===== config.mk =====
export PLATFORM = sky130hd
export DESIGN_NAME = acscc_clock_config
export DESIGN_NICKNAME = d
export VERILOG_FILES = /design/src/hdl/acscc_pkg.sv /design/src/hdl/acscc_pdm_clock.sv /design/src/hdl/acscc_ratio_check.sv /design/src/hdl/acscc_clock_config.sv
export VERILOG_INCLUDE_DIRS = /design/src /design/src/hdl
export SDC_FILE = /design/constraint.sdc
export NUM_CORES = 1
export LEC_CHECK = 0
export ABC_AREA = 0
export BUFFER_PORTS_ARGS = -buffer_cell sky130_fd_sc_hd__buf_2
export CORE_UTILIZATION = 54
export CTS_CLUSTER_DIAMETER = 40
export CTS_CLUSTER_SIZE = 8
export DETAILED_ROUTE_END_ITERATION = 6
export PLACE_DENSITY = 0.77
export SLEW_MARGIN = 20
export SYNTH_ARGS = -nofsm -noshare
export SYNTH_HDL_FRONTEND = slang
export SYNTH_SLANG_ARGS = --single-unit

===== constraint.sdc =====
create_clock -name clock -period 3.72 [get_ports clock]
set_input_delay 0.186 -clock clock [delete_from_list [all_inputs] [get_ports clock]]
set_output_delay 0.186 -clock clock [all_outputs]
set_load 0.005 [all_outputs]

===== src/hdl/acscc_map.svh =====
// Register offsets, field positions, reset values and rate constants for the clock source block
`ifndef ACSCC_MAP_SVH
`define ACSCC_MAP_SVH

// Register offsets
`define ACSCC_OFF_SOURCE_CFG   8'h34
`define ACSCC_OFF_CTRL_CFG0    8'h35
`define ACSCC_OFF_CTRL_CFG1    8'h36
`define ACSCC_OFF_CTRL_CFG2    8'h37
`define ACSCC_OFF_ERR_STATUS   8'h3c

// Reset values
`define ACSCC_RST_SOURCE_CFG   8'h40
`define ACSCC_RST_CTRL_CFG0    8'h00
`define ACSCC_RST_CTRL_CFG1    8'h00
`define ACSCC_RST_CTRL_CFG2    8'h20

// Field positions in the source configuration register
`define ACSCC_BIT_PLL_OFF      7
`define ACSCC_BIT_FRAC_PERMIT  6
`define ACSCC_SRC_HI           3
`define ACSCC_SRC_LO           1
`define ACSCC_BIT_EDGE         0

// Field positions in controller configuration registers and the error status register
`define ACSCC_PDM_HI           7
`define ACSCC_PDM_LO           6
`define ACSCC_RATIO_HIGH_HI    5
`define ACSCC_FREQ_HI          7
`define ACSCC_FREQ_LO          5
`define ACSCC_BIT_PRI_ROLE     4
`define ACSCC_BIT_SEC_ROLE     3
`define ACSCC_BIT_FAMILY       0
`define ACSCC_BIT_RATIO_ERR    7

// Reference source codes
`define ACSCC_SRC_PRI_BCLK     3'h0
`define ACSCC_SRC_REF_PRI      3'h1
`define ACSCC_SRC_SEC_BCLK     3'h2
`define ACSCC_SRC_REF_SEC      3'h3
`define ACSCC_SRC_FIXED_REF    3'h4
`define ACSCC_SRC_INT_OSC      3'h5

// Reference frequency per code, in kHz
`define ACSCC_FREQ_KHZ_TABLE   {15'h6000, 15'h5dc0, 15'h4ce0, 15'h4b00, \
                                15'h3e80, 15'h32c8, 15'h3000, 15'h2ee0}

// Phase step of the pdm clock oscillator at a 250 MHz system clock, 32-bit phase
`define ACSCC_SYS_CLOCK_HZ     250000000
`define ACSCC_PDM_BASE_48K_HZ  3072000
`define ACSCC_PDM_BASE_44K_HZ  2822400
`define ACSCC_PDM_STEP_48K     32'h03254e6e
`define ACSCC_PDM_STEP_44K     32'h02e3e00f

`endif


===== src/hdl/acscc_pkg.sv =====
// Types shared by the clock source configuration block
package acscc_pkg;

  // Clocking controls driven to the rest of the codec
  typedef struct packed {
    logic        pll_enable;
    logic        pll_fractional_permit;
    logic        primary_port_role;
    logic        secondary_port_role;
    logic        rate_family_select;
    logic [14:0] ref_freq_khz;
    logic [13:0] ref_ratio;
    logic        ref_ratio_auto;
  } acscc_clk_ctrl_type;

  // States of the ratio checker
  typedef enum logic [1:0] {
    acscc_idle,
    acscc_first_frame,
    acscc_measure
  } acscc_check_state_type;

endpackage


===== src/hdl/acscc_pdm_clock.sv =====
// Phase accumulator that makes the pdm bit clock from the system clock
`timescale 1ns/1ps
`include "acscc_map.svh"

module acscc_pdm_clock
(
  input  wire logic       clock,
  input  wire logic       rst_n,
  input  wire logic [1:0] pdm_rate_choice,
  input  wire logic       rate_family_select,
  output logic            pdm_bit_clock
);

  logic [31:0] base_step;
  logic [31:0] step;
  logic [31:0] phase;

  // Rate from family and code; the fractional step keeps long-term frequency exact
  always_comb
  begin
    base_step = rate_family_select ? `ACSCC_PDM_STEP_44K : `ACSCC_PDM_STEP_48K;
    unique case (pdm_rate_choice)
      2'h0:    step = base_step;
      2'h1:    step = base_step >> 1;
      2'h2:    step = base_step >> 2;
      2'h3:    step = {base_step[30:0], 1'b0};
    endcase
  end

  // Accumulate phase
  always_ff @(posedge clock)
  begin
    if (!rst_n)
      phase <= 32'h0;
    else
      phase <= phase + step;
  end

  // Clock is the phase top bit; edges jitter by one system period
  always_ff @(posedge clock)
  begin
    if (!rst_n)
      pdm_bit_clock <= 1'b0;
    else
      pdm_bit_clock <= phase[31];
  end

endmodule // acscc_pdm_clock


===== src/hdl/acscc_ratio_check.sv =====
// Counts source clock edges per frame and flags a ratio mismatch
`timescale 1ns/1ps

module acscc_ratio_check
(
  input  wire logic        clock,
  input  wire logic        rst_n,
  input  wire logic        check_enable,
  input  wire logic        source_level,
  input  wire logic        frame_level,
  input  wire logic        falling_edge,
  input  wire logic [13:0] ratio,
  output logic             ratio_error
);

  acscc_pkg::acscc_check_state_type state;
  logic        source_prev;
  logic        frame_prev;
  logic        source_edge;
  logic        frame_start;
  logic [14:0] count;
  logic [14:0] learned;
  logic        learned_valid;
  logic [14:0] expected;
  logic        mismatch;

  // Edge detection on the sampled clock and frame sync
  always_ff @(posedge clock)
  begin
    if (!rst_n)
    begin
      source_prev <= 1'b0;
      frame_prev  <= 1'b0;
    end
    else
    begin
      source_prev <= source_level;
      frame_prev  <= frame_level;
    end
  end

  assign source_edge = falling_edge ? (source_prev & ~source_level)
                                    : (~source_prev & source_level);
  assign frame_start = ~frame_prev & frame_level;
  assign expected    = (ratio == 14'h0) ? learned : {1'b0, ratio};
  assign mismatch    = (count != expected);

  // First frame only opens the count window, since no full frame has been seen
  always_ff @(posedge clock)
  begin
    if (!rst_n || !check_enable)
      state <= acscc_pkg::acscc_idle;
    else
      unique case (state)
        acscc_pkg::acscc_idle:        state <= acscc_pkg::acscc_first_frame;
        acscc_pkg::acscc_first_frame: if (frame_start) state <= acscc_pkg::acscc_measure;
        acscc_pkg::acscc_measure:     state <= acscc_pkg::acscc_measure;
        default:                      state <= acscc_pkg::acscc_idle;
      endcase
  end

  // Edge count per frame, saturating so a stopped frame sync cannot wrap
  always_ff @(posedge clock)
  begin
    if (!rst_n || frame_start)
      count <= {14'h0, source_edge};
    else if (source_edge && count != 15'h7fff)
      count <= count + 15'h1;
  end

  // Auto mode learns the first full frame and checks against it
  always_ff @(posedge clock)
  begin
    if (!rst_n || !check_enable || ratio != 14'h0)
    begin
      learned       <= 15'h0;
      learned_valid <= 1'b0;
    end
    else if (state == acscc_pkg::acscc_measure && frame_start && !learned_valid)
    begin
      learned       <= count;
      learned_valid <= 1'b1;
    end
  end

  // Flag follows each frame: set on mismatch, cleared on match
  always_ff @(posedge clock)
  begin
    if (!rst_n || !check_enable)
      ratio_error <= 1'b0;
    else if (state == acscc_pkg::acscc_measure && frame_start
             && (ratio != 14'h0 || learned_valid))
      ratio_error <= mismatch;
  end

  a_flag_on_frame: assert property (@(posedge clock) disable iff (!rst_n)
    !$stable(ratio_error) |-> $past(frame_start) || !$past(check_enable))
    else $error("ratio flag changed outside a frame start");

  a_fixed_mismatch: assert property (@(posedge clock) disable iff (!rst_n)
    (check_enable && state == acscc_pkg::acscc_measure && frame_start && ratio != 14'h0
     && count != {1'b0, ratio}) ##1 check_enable |-> ratio_error)
    else $error("programmed ratio mismatch not flagged");

  a_edge_select: assert property (@(posedge clock) disable iff (!rst_n)
    (falling_edge && source_prev && !source_level) |-> source_edge)
    else $error("falling edge not counted");

endmodule // acscc_ratio_check


===== src/hdl/acscc_clock_config.sv =====
// Clock source configuration registers and reference clock selection
`timescale 1ns/1ps
`include "acscc_map.svh"

module acscc_clock_config
(
  input  wire logic                     clock,
  input  wire logic                     rst_n,
  input  wire logic [7:0]               reg_address,
  input  wire logic [7:0]               reg_write_data,
  input  wire logic                     reg_write,
  input  wire logic                     reg_read,
  output logic      [7:0]               reg_read_data,
  input  wire logic                     auto_clock_mode,
  input  wire logic                     processing_load_high,
  input  wire logic                     primary_bit_clock,
  input  wire logic                     primary_frame_sync,
  input  wire logic                     secondary_bit_clock,
  input  wire logic                     secondary_frame_sync,
  input  wire logic                     controller_ref_clock,
  input  wire logic                     oscillator_clock,
  output logic                          ref_clock,
  output logic                          ref_source_valid,
  output logic                          pdm_bit_clock,
  output acscc_pkg::acscc_clk_ctrl_type clk_ctrl,
  output logic                          ratio_error
);

  logic [7:0]  source_cfg;
  logic [7:0]  ctrl_cfg0;
  logic [7:0]  ctrl_cfg1;
  logic [7:0]  ctrl_cfg2;
  logic [13:0] ref_ratio;
  logic [14:0] next_freq_khz;
  logic [2:0]  ref_source_choice;
  logic        pll_off;
  logic        pll_fractional_permit;
  logic        primary_port_role;
  logic        secondary_port_role;
  logic        controller_mode;
  logic        rate_family_select;
  logic        next_ref_clock;
  logic        next_source_valid;
  logic        check_frame;
  logic        next_pll_enable;
  logic [7:0]  next_read_data;

  localparam logic [15*8-1:0] FREQ_TABLE = `ACSCC_FREQ_KHZ_TABLE;

  // Field views of the stored registers
  assign pll_off               = source_cfg[`ACSCC_BIT_PLL_OFF];
  assign pll_fractional_permit = source_cfg[`ACSCC_BIT_FRAC_PERMIT];
  assign ref_source_choice     = source_cfg[`ACSCC_SRC_HI:`ACSCC_SRC_LO];
  assign primary_port_role     = ctrl_cfg2[`ACSCC_BIT_PRI_ROLE];
  assign secondary_port_role   = ctrl_cfg2[`ACSCC_BIT_SEC_ROLE];
  assign rate_family_select    = ctrl_cfg2[`ACSCC_BIT_FAMILY];
  assign controller_mode       = primary_port_role | secondary_port_role;

  // Register writes; reserved bits are stored as written and read back
  always_ff @(posedge clock)
  begin
    if (!rst_n)
    begin
      source_cfg <= `ACSCC_RST_SOURCE_CFG;
      ctrl_cfg0  <= `ACSCC_RST_CTRL_CFG0;
      ctrl_cfg1  <= `ACSCC_RST_CTRL_CFG1;
      ctrl_cfg2  <= `ACSCC_RST_CTRL_CFG2;
    end
    else if (reg_write)
      unique case (reg_address)
        `ACSCC_OFF_SOURCE_CFG: source_cfg <= reg_write_data;
        `ACSCC_OFF_CTRL_CFG0:  ctrl_cfg0  <= reg_write_data;
        `ACSCC_OFF_CTRL_CFG1:  ctrl_cfg1  <= reg_write_data;
        `ACSCC_OFF_CTRL_CFG2:  ctrl_cfg2  <= reg_write_data;
        default:               source_cfg <= source_cfg;
      endcase
  end

  // High bits only stage; a low byte write commits both halves together
  always_ff @(posedge clock)
  begin
    if (!rst_n)
      ref_ratio <= {6'(`ACSCC_RST_CTRL_CFG0), `ACSCC_RST_CTRL_CFG1};
    else if (reg_write && reg_address == `ACSCC_OFF_CTRL_CFG1)
      ref_ratio <= {ctrl_cfg0[`ACSCC_RATIO_HIGH_HI:0], reg_write_data};
  end

  // Read data is registered; unmapped offsets read zero
  always_comb
  begin
    unique case (reg_address)
      `ACSCC_OFF_SOURCE_CFG: next_read_data = source_cfg;
      `ACSCC_OFF_CTRL_CFG0:  next_read_data = ctrl_cfg0;
      `ACSCC_OFF_CTRL_CFG1:  next_read_data = ctrl_cfg1;
      `ACSCC_OFF_CTRL_CFG2:  next_read_data = ctrl_cfg2;
      `ACSCC_OFF_ERR_STATUS: next_read_data = {ratio_error, 7'h00};
      default:               next_read_data = 8'h00;
    endcase
  end

  always_ff @(posedge clock)
  begin
    if (!rst_n)
      reg_read_data <= 8'h00;
    else if (reg_read)
      reg_read_data <= next_read_data;
  end

  // Source selection; fixed reference needs a controller port, reserved codes select nothing
  always_comb
  begin
    next_ref_clock    = 1'b0;
    next_source_valid = 1'b1;
    check_frame       = primary_frame_sync;
    unique case (ref_source_choice)
      `ACSCC_SRC_PRI_BCLK: next_ref_clock = primary_bit_clock;
      `ACSCC_SRC_REF_PRI:  next_ref_clock = controller_ref_clock;
      `ACSCC_SRC_SEC_BCLK:
      begin
        next_ref_clock = secondary_bit_clock;
        check_frame    = secondary_frame_sync;
      end
      `ACSCC_SRC_REF_SEC:
      begin
        next_ref_clock = controller_ref_clock;
        check_frame    = secondary_frame_sync;
      end
      `ACSCC_SRC_FIXED_REF:
      begin
        next_ref_clock    = controller_ref_clock & controller_mode;
        next_source_valid = controller_mode;
        check_frame       = primary_port_role ? primary_frame_sync : secondary_frame_sync;
      end
      `ACSCC_SRC_INT_OSC:  next_ref_clock = oscillator_clock;
      default:             next_source_valid = 1'b0;
    endcase
  end

  always_ff @(posedge clock)
  begin
    if (!rst_n)
    begin
      ref_clock        <= 1'b0;
      ref_source_valid <= 1'b0;
    end
    else
    begin
      ref_clock        <= next_ref_clock;
      ref_source_valid <= next_source_valid;
    end
  end

  // PLL enable: off wins, custom mode always on, auto mode follows load
  assign next_pll_enable = !pll_off && (!auto_clock_mode || processing_load_high);

  // Frequency lookup; code 7 sits in the top slice of the table
  assign next_freq_khz = FREQ_TABLE[ctrl_cfg2[`ACSCC_FREQ_HI:`ACSCC_FREQ_LO]*15 +: 15];

  // Control outputs are registered so downstream clocking sees clean levels
  always_ff @(posedge clock)
  begin
    if (!rst_n)
      clk_ctrl <= '0;
    else
    begin
      clk_ctrl.pll_enable            <= next_pll_enable;
      clk_ctrl.pll_fractional_permit <= pll_fractional_permit && !pll_off;
      clk_ctrl.primary_port_role     <= primary_port_role;
      clk_ctrl.secondary_port_role   <= secondary_port_role;
      clk_ctrl.rate_family_select    <= rate_family_select;
      clk_ctrl.ref_freq_khz          <= next_freq_khz;
      clk_ctrl.ref_ratio             <= ref_ratio;
      clk_ctrl.ref_ratio_auto        <= (ref_ratio == 14'h0);
    end
  end

  // Checker only runs on a legal source; it uses the committed ratio in synced modes
  acscc_ratio_check u_ratio_check
  (
    .clock        (clock),
    .rst_n        (rst_n),
    .check_enable (next_source_valid),
    .source_level (next_ref_clock),
    .frame_level  (check_frame),
    .falling_edge (source_cfg[`ACSCC_BIT_EDGE]),
    .ratio        (ref_ratio),
    .ratio_error  (ratio_error)
  );

  // Pdm clock follows rate code and family
  acscc_pdm_clock u_pdm_clock
  (
    .clock              (clock),
    .rst_n              (rst_n),
    .pdm_rate_choice    (ctrl_cfg0[`ACSCC_PDM_HI:`ACSCC_PDM_LO]),
    .rate_family_select (rate_family_select),
    .pdm_bit_clock      (pdm_bit_clock)
  );

  a_pll_off_wins: assert property (@(posedge clock) disable iff (!rst_n)
    pll_off |=> !clk_ctrl.pll_enable)
    else $error("pll enabled while off bit set");

  a_pll_custom_on: assert property (@(posedge clock) disable iff (!rst_n)
    (rst_n && !pll_off && !auto_clock_mode) |=> clk_ctrl.pll_enable)
    else $error("pll not enabled in custom mode");

  a_frac_permit: assert property (@(posedge clock) disable iff (!rst_n)
    clk_ctrl.pll_fractional_permit |-> $past(pll_fractional_permit))
    else $error("fractional mode without permit");

  a_ratio_whole: assert property (@(posedge clock) disable iff (!rst_n)
    (reg_write && reg_address == `ACSCC_OFF_CTRL_CFG0) |=> $stable(ref_ratio))
    else $error("ratio changed on high byte write");

  a_ratio_commit: assert property (@(posedge clock) disable iff (!rst_n)
    (reg_write && reg_address == `ACSCC_OFF_CTRL_CFG1) |=>
      ref_ratio == {$past(ctrl_cfg0[5:0]), $past(reg_write_data)} ##1
      clk_ctrl.ref_ratio == $past(ref_ratio))
    else $error("ratio not committed whole");

  a_src_primary: assert property (@(posedge clock) disable iff (!rst_n)
    (ref_source_choice == `ACSCC_SRC_PRI_BCLK) |=> ref_clock == $past(primary_bit_clock))
    else $error("primary bit clock not selected");

  a_fixed_needs_ctrl: assert property (@(posedge clock) disable iff (!rst_n)
    (ref_source_choice == `ACSCC_SRC_FIXED_REF && !controller_mode) |=> !ref_source_valid)
    else $error("fixed reference valid in target mode");

  a_role_follow: assert property (@(posedge clock) disable iff (!rst_n)
    ##1 clk_ctrl.primary_port_role == $past(primary_port_role)
        && clk_ctrl.secondary_port_role == $past(secondary_port_role))
    else $error("port role output wrong");

  a_family_follow: assert property (@(posedge clock) disable iff (!rst_n)
    ##1 clk_ctrl.rate_family_select == $past(rate_family_select))
    else $error("rate family output wrong");

  a_freq_code_one: assert property (@(posedge clock) disable iff (!rst_n)
    (rst_n && ctrl_cfg2[7:5] == 3'h1) |=> clk_ctrl.ref_freq_khz == 15'h3000)
    else $error("code one not 12288 kHz");

  // The pll custom and auto load, fractional follow, frequency and auto flag antecedents also test rst_n, so the edge that releases reset starts no attempt
  // against outputs that were still cleared on that edge
  a_src_secondary: assert property (@(posedge clock) disable iff (!rst_n)
    (ref_source_choice == `ACSCC_SRC_SEC_BCLK) |=> ref_clock == $past(secondary_bit_clock))
    else $error("secondary bit clock not selected");

  a_src_synced_ref: assert property (@(posedge clock) disable iff (!rst_n)
    (ref_source_choice inside {`ACSCC_SRC_REF_PRI, `ACSCC_SRC_REF_SEC})
      |=> ref_clock == $past(controller_ref_clock))
    else $error("synced reference not selected");

  a_src_oscillator: assert property (@(posedge clock) disable iff (!rst_n)
    (ref_source_choice == `ACSCC_SRC_INT_OSC) |=> ref_clock == $past(oscillator_clock))
    else $error("oscillator not selected");

  a_src_reserved: assert property (@(posedge clock) disable iff (!rst_n)
    (ref_source_choice > `ACSCC_SRC_INT_OSC) |=> !ref_source_valid && !ref_clock)
    else $error("reserved source code selected a clock");

  a_fixed_with_ctrl: assert property (@(posedge clock) disable iff (!rst_n)
    (ref_source_choice == `ACSCC_SRC_FIXED_REF && controller_mode)
      |=> ref_source_valid && ref_clock == $past(controller_ref_clock))
    else $error("fixed reference not selected in controller mode");

  a_pll_auto_load: assert property (@(posedge clock) disable iff (!rst_n)
    (rst_n && !pll_off && auto_clock_mode)
      |=> clk_ctrl.pll_enable == $past(processing_load_high))
    else $error("pll does not follow load in auto mode");

  a_frac_follow: assert property (@(posedge clock) disable iff (!rst_n)
    (rst_n && pll_fractional_permit && !pll_off) |=> clk_ctrl.pll_fractional_permit)
    else $error("fractional mode withheld despite permit");

  a_auto_flag: assert property (@(posedge clock) disable iff (!rst_n)
    rst_n |=> clk_ctrl.ref_ratio_auto == ($past(ref_ratio) == 14'h0))
    else $error("auto ratio flag wrong");

  a_status_read: assert property (@(posedge clock) disable iff (!rst_n)
    (reg_read && reg_address == `ACSCC_OFF_ERR_STATUS)
      |=> reg_read_data == {$past(ratio_error), 7'h00})
    else $error("status read does not show ratio flag");

  c_ratio_error: cover property (@(posedge clock) disable iff (!rst_n) $rose(ratio_error));
  c_fixed_ref: cover property (@(posedge clock) disable iff (!rst_n)
    ref_source_valid && ref_source_choice == `ACSCC_SRC_FIXED_REF);
  c_ratio_update: cover property (@(posedge clock) disable iff (!rst_n)
    reg_write && reg_address == `ACSCC_OFF_CTRL_CFG1);
  c_auto_pll: cover property (@(posedge clock) disable iff (!rst_n)
    auto_clock_mode && $rose(clk_ctrl.pll_enable));

endmodule // acscc_clock_config


==> qor.csv <==
metric;value;unit
data required time at the worst endpoint;4.03;ns
drt first-iter violations;623;
leading post-synthesis cells by cell area;dfxtp_1, ha_1, nor2_1;
share of synthesized cell area in and, or, nand and nor gates;21.9;%
drt first pass iters;5;
per-instance average area after synthesis;8.48;sq um
crit share post-route;92.6;%
number of antenna violations at the first check in global routing;0;
per-cell via count in the routed design;5.72;
clock tree from TritonCTS;yes;
Initial Util;56.3;%
worst clock skew;0.00646;ns
# H-tree levels;4;
Post-Route Setup TNS;0;ns
crit-path max cell delay;0.39;ns
Boundary Pins;75;
crit path max-delay cell type;fa_1;
area of the core region;13500;sq um
Final Wtd Congestion;0.958;
clock buffers created by TritonCTS;17;
Top delay family on crit path;compound AO/OA/AOI/OAI gates;
fraction of the yosys area taken by sequential cells;38.8;%
multiplexer share of the synthesized area;7.60;%
Peak supply drop;0.000491;V
post-cts gate resize count;0;
routed via count;6607;
remaining max-slew budget at the tightest pin;58.0;%
Critical Path Start Type;flip-flop;
Max Clk Rate;290;MHz
Yosys warnings;0;
library cell used as clock root buffer;clkbuf_16;
worst-path fanout max;6;
number of sinks driven by the clock tree;147;
placed cells;1121;
post-synthesis sequential element count;147;
Total Nets Final;1038;
endpoint arrival time on the critical path;3.75;ns
DP Wirelength;13100;um
port bufs;70;
Hold Path Stages;3;
grt total ovfl;0;
filler instances;1119;
area fraction of the dominant cell type after synthesis;38.4;%
Clock Tree Buf Depth;2;
nature of the critical path endpoint;flip-flop;
total power;4.31;mW
number of rows created at floorplan;42;
overall track demand over capacity in global routing;26.4;%
clock transition time at the flip-flop clock pins of the worst setup and hold paths;0.06;ns
largest family of logic cells by synthesized area;simple AND/OR/NAND/NOR gates;
top-count cell post-synth;dfxtp_1;
summed instance area of the synthesized netlist;7600;sq um
critical path depth;16;
detailed-route DRC error count;0;
final hold slack;0.0206;ns
post-detailed-route count of antenna-violating nets;0;
die area;14600;sq um
Final Critical Period;3.44;ns
wire length of the first global-routing pass;30400;um
number of max-capacitance violations reported;0;
number of hold violations in the final report;0;
vias in the first global route;6232;
die outline width;121;um
total count of max-transition violations in the final report;0;
maximum number of pins on one net before global-route repair;39;
parity-gate share of the synthesized area counting xor and xnor cells;4.03;%
fraction of layout cells with a size suffix above 1;15.2;%
P&R area growth vs syn;15.5;%
final setup violating endpoints;0;
count of flip-flops with a built-in enable after synthesis;1;
Post-synth top flop;dfxtp_1;
synth unique cells;74;
count of non-filler cells in the finished layout;1155;
FF-to-FF path depth;16;
worst min path class;input port to flip-flop;
Util after Layout;65.0;%
clock latency at the later pin of the worst-skew pair;0.42;ns
classification of the worst setup path;flip-flop to flip-flop;
post-synthesis compound-gate area fraction;15.6;%
Inserted Diodes;0;
share of synthesized registers carrying an async set or reset;0;%
detailed-route wire length per cell;15.8;um
Critical Path Most Common Cell;inv_1;
Leakage;3.55;nW
PwrDens;491;nW/um^2
adder and majority cell fraction of the synthesized area;7.34;%
ranking of synthesized cells by instance count;dfxtp_1, nor2_1, nand2_1;
outcome;complete, no violations;
measured slew at the worst slew-check pin;0.627;ns
Die Ht;121;um
Mapped Cells;897;
Buf/Inv on CP;4;
drt total wl;18300;um
cell-by-cell listing of the critical path;inv_1 > ha_1 > inv_1 > o21ai_0 > ha_1 > inv_1 > fa_1 > nand2b_1 > a211oi_1 > o211ai_1 > a211oi_2 > buf_4 > o41ai_4 > o21ai_1 > xnor2_1 > nor2_1;
Synth area leader;dfxtp_1;
## layout by cell type (no fill, tap or decap), types with 6 or more instances in the layout
cell type	Yosys	layout
nor2b_1	6	6
ha_1	43	43
nor3_1	6	6
a211oi_1	7	7
nand4_1	11	11
nor2_1	123	123
buf_4	5	11
a31oi_1	6	6
xor2_1	10	10
bufinv_16	0	6
o21ai_0	30	30
a21o_1	7	7
mux2i_1	36	36
mux4_2	7	7
clkbuf_16	0	17
nand2_1	105	105
inv_1	50	50
a21oi_1	88	88
dfxtp_1	146	146
nand2b_1	18	18
nor4_1	7	7
and2_1	11	11
buf_2	2	70
nand3_1	23	23
o22ai_1	8	8
xnor2_1	25	25
## through the flow
stage	area, sq um	setup slack [ns]
after floorplan	7620	0.0828
after global placement	8100	0.366
after detailed placement	8100	0.292
after CTS	8770	0.269
after global routing	8780	-0.0159
final	8780	0.277
## area by class of cell
type	instances	area [sq um]	area share [%]
flip-flops and latches	147	2950	33.6
inverters	51	191	2.18
well taps	176	220	2.51
clock buffers	19	433	4.93
clock inverters	13	229	2.61
multi-input cells	667	4310	49.1
repair buffers	82	443	5.04
## tightest hold or removal path: stages
cell and delay (ns):
buf_2 0.10, inv_1 0.05, a211oi_1 0.06
## cells by family after synthesis
logic type | Yosys count
fa+ha+maj | 44
xor+xnor | 35
other cells | 1
flops | 147
buf+inv | 86
mux | 46
simple gates | 346
compound gates | 192
## report_power, final
group,switching [mW],internal [mW]
Combinational,0.392,0.280
Clock,0.671,1.26
Sequential,0.0432,1.67
Total,1.11,3.21
## final timing paths
kind	slack (ns)	start	to
max	0.28	ctrl_cfg0[6]$_SDFFE_PN0P_	u_pdm_clock.phase[24]$_SDFF_PN0_
min	0.02	processing_load_high	clk_ctrl[34]$_SDFF_PN0_
max reg2reg	0.28	ctrl_cfg0[6]$_SDFFE_PN0P_	u_pdm_clock.phase[24]$_SDFF_PN0_
min reg2reg	0.47	reg_read_data[2]$_SDFFE_PN0P_	reg_read_data[2]$_SDFFE_PN0P_
## flip-flops by register name, summed over array words and instances (netlist names), 2 cells and up
register	flops
clk_ctrl	31
reg_read_data	8
u_pdm_clock.phase	32
ctrl_cfg2	8
ctrl_cfg0	8
source_cfg	8
u_ratio_check.state	2
ctrl_cfg1	7
u_ratio_check.count	15
ref_ratio	7
u_ratio_check.learned	15
## metal layers
layer | part of all wire [%] | vias up | track usage, %
met5 | 0 | - | 0
met4 | 1.9 | 0 | 8.33
met3 | 6.9 | 39 | 5.24
met2 | 46 | 249 | 43.1
met1 | 45 | 3066 | 34.9
li1 | - | 3253 | -
## repair_timing
action | in CTS | in global routing
hold buffers | 1 | 0
buffers inserted | 0 | 1
hold endpoints to repair | 1 | 0
setup endpoints to repair | 0 | 3
No activity file was read; power rests on OpenSTA's default activity.
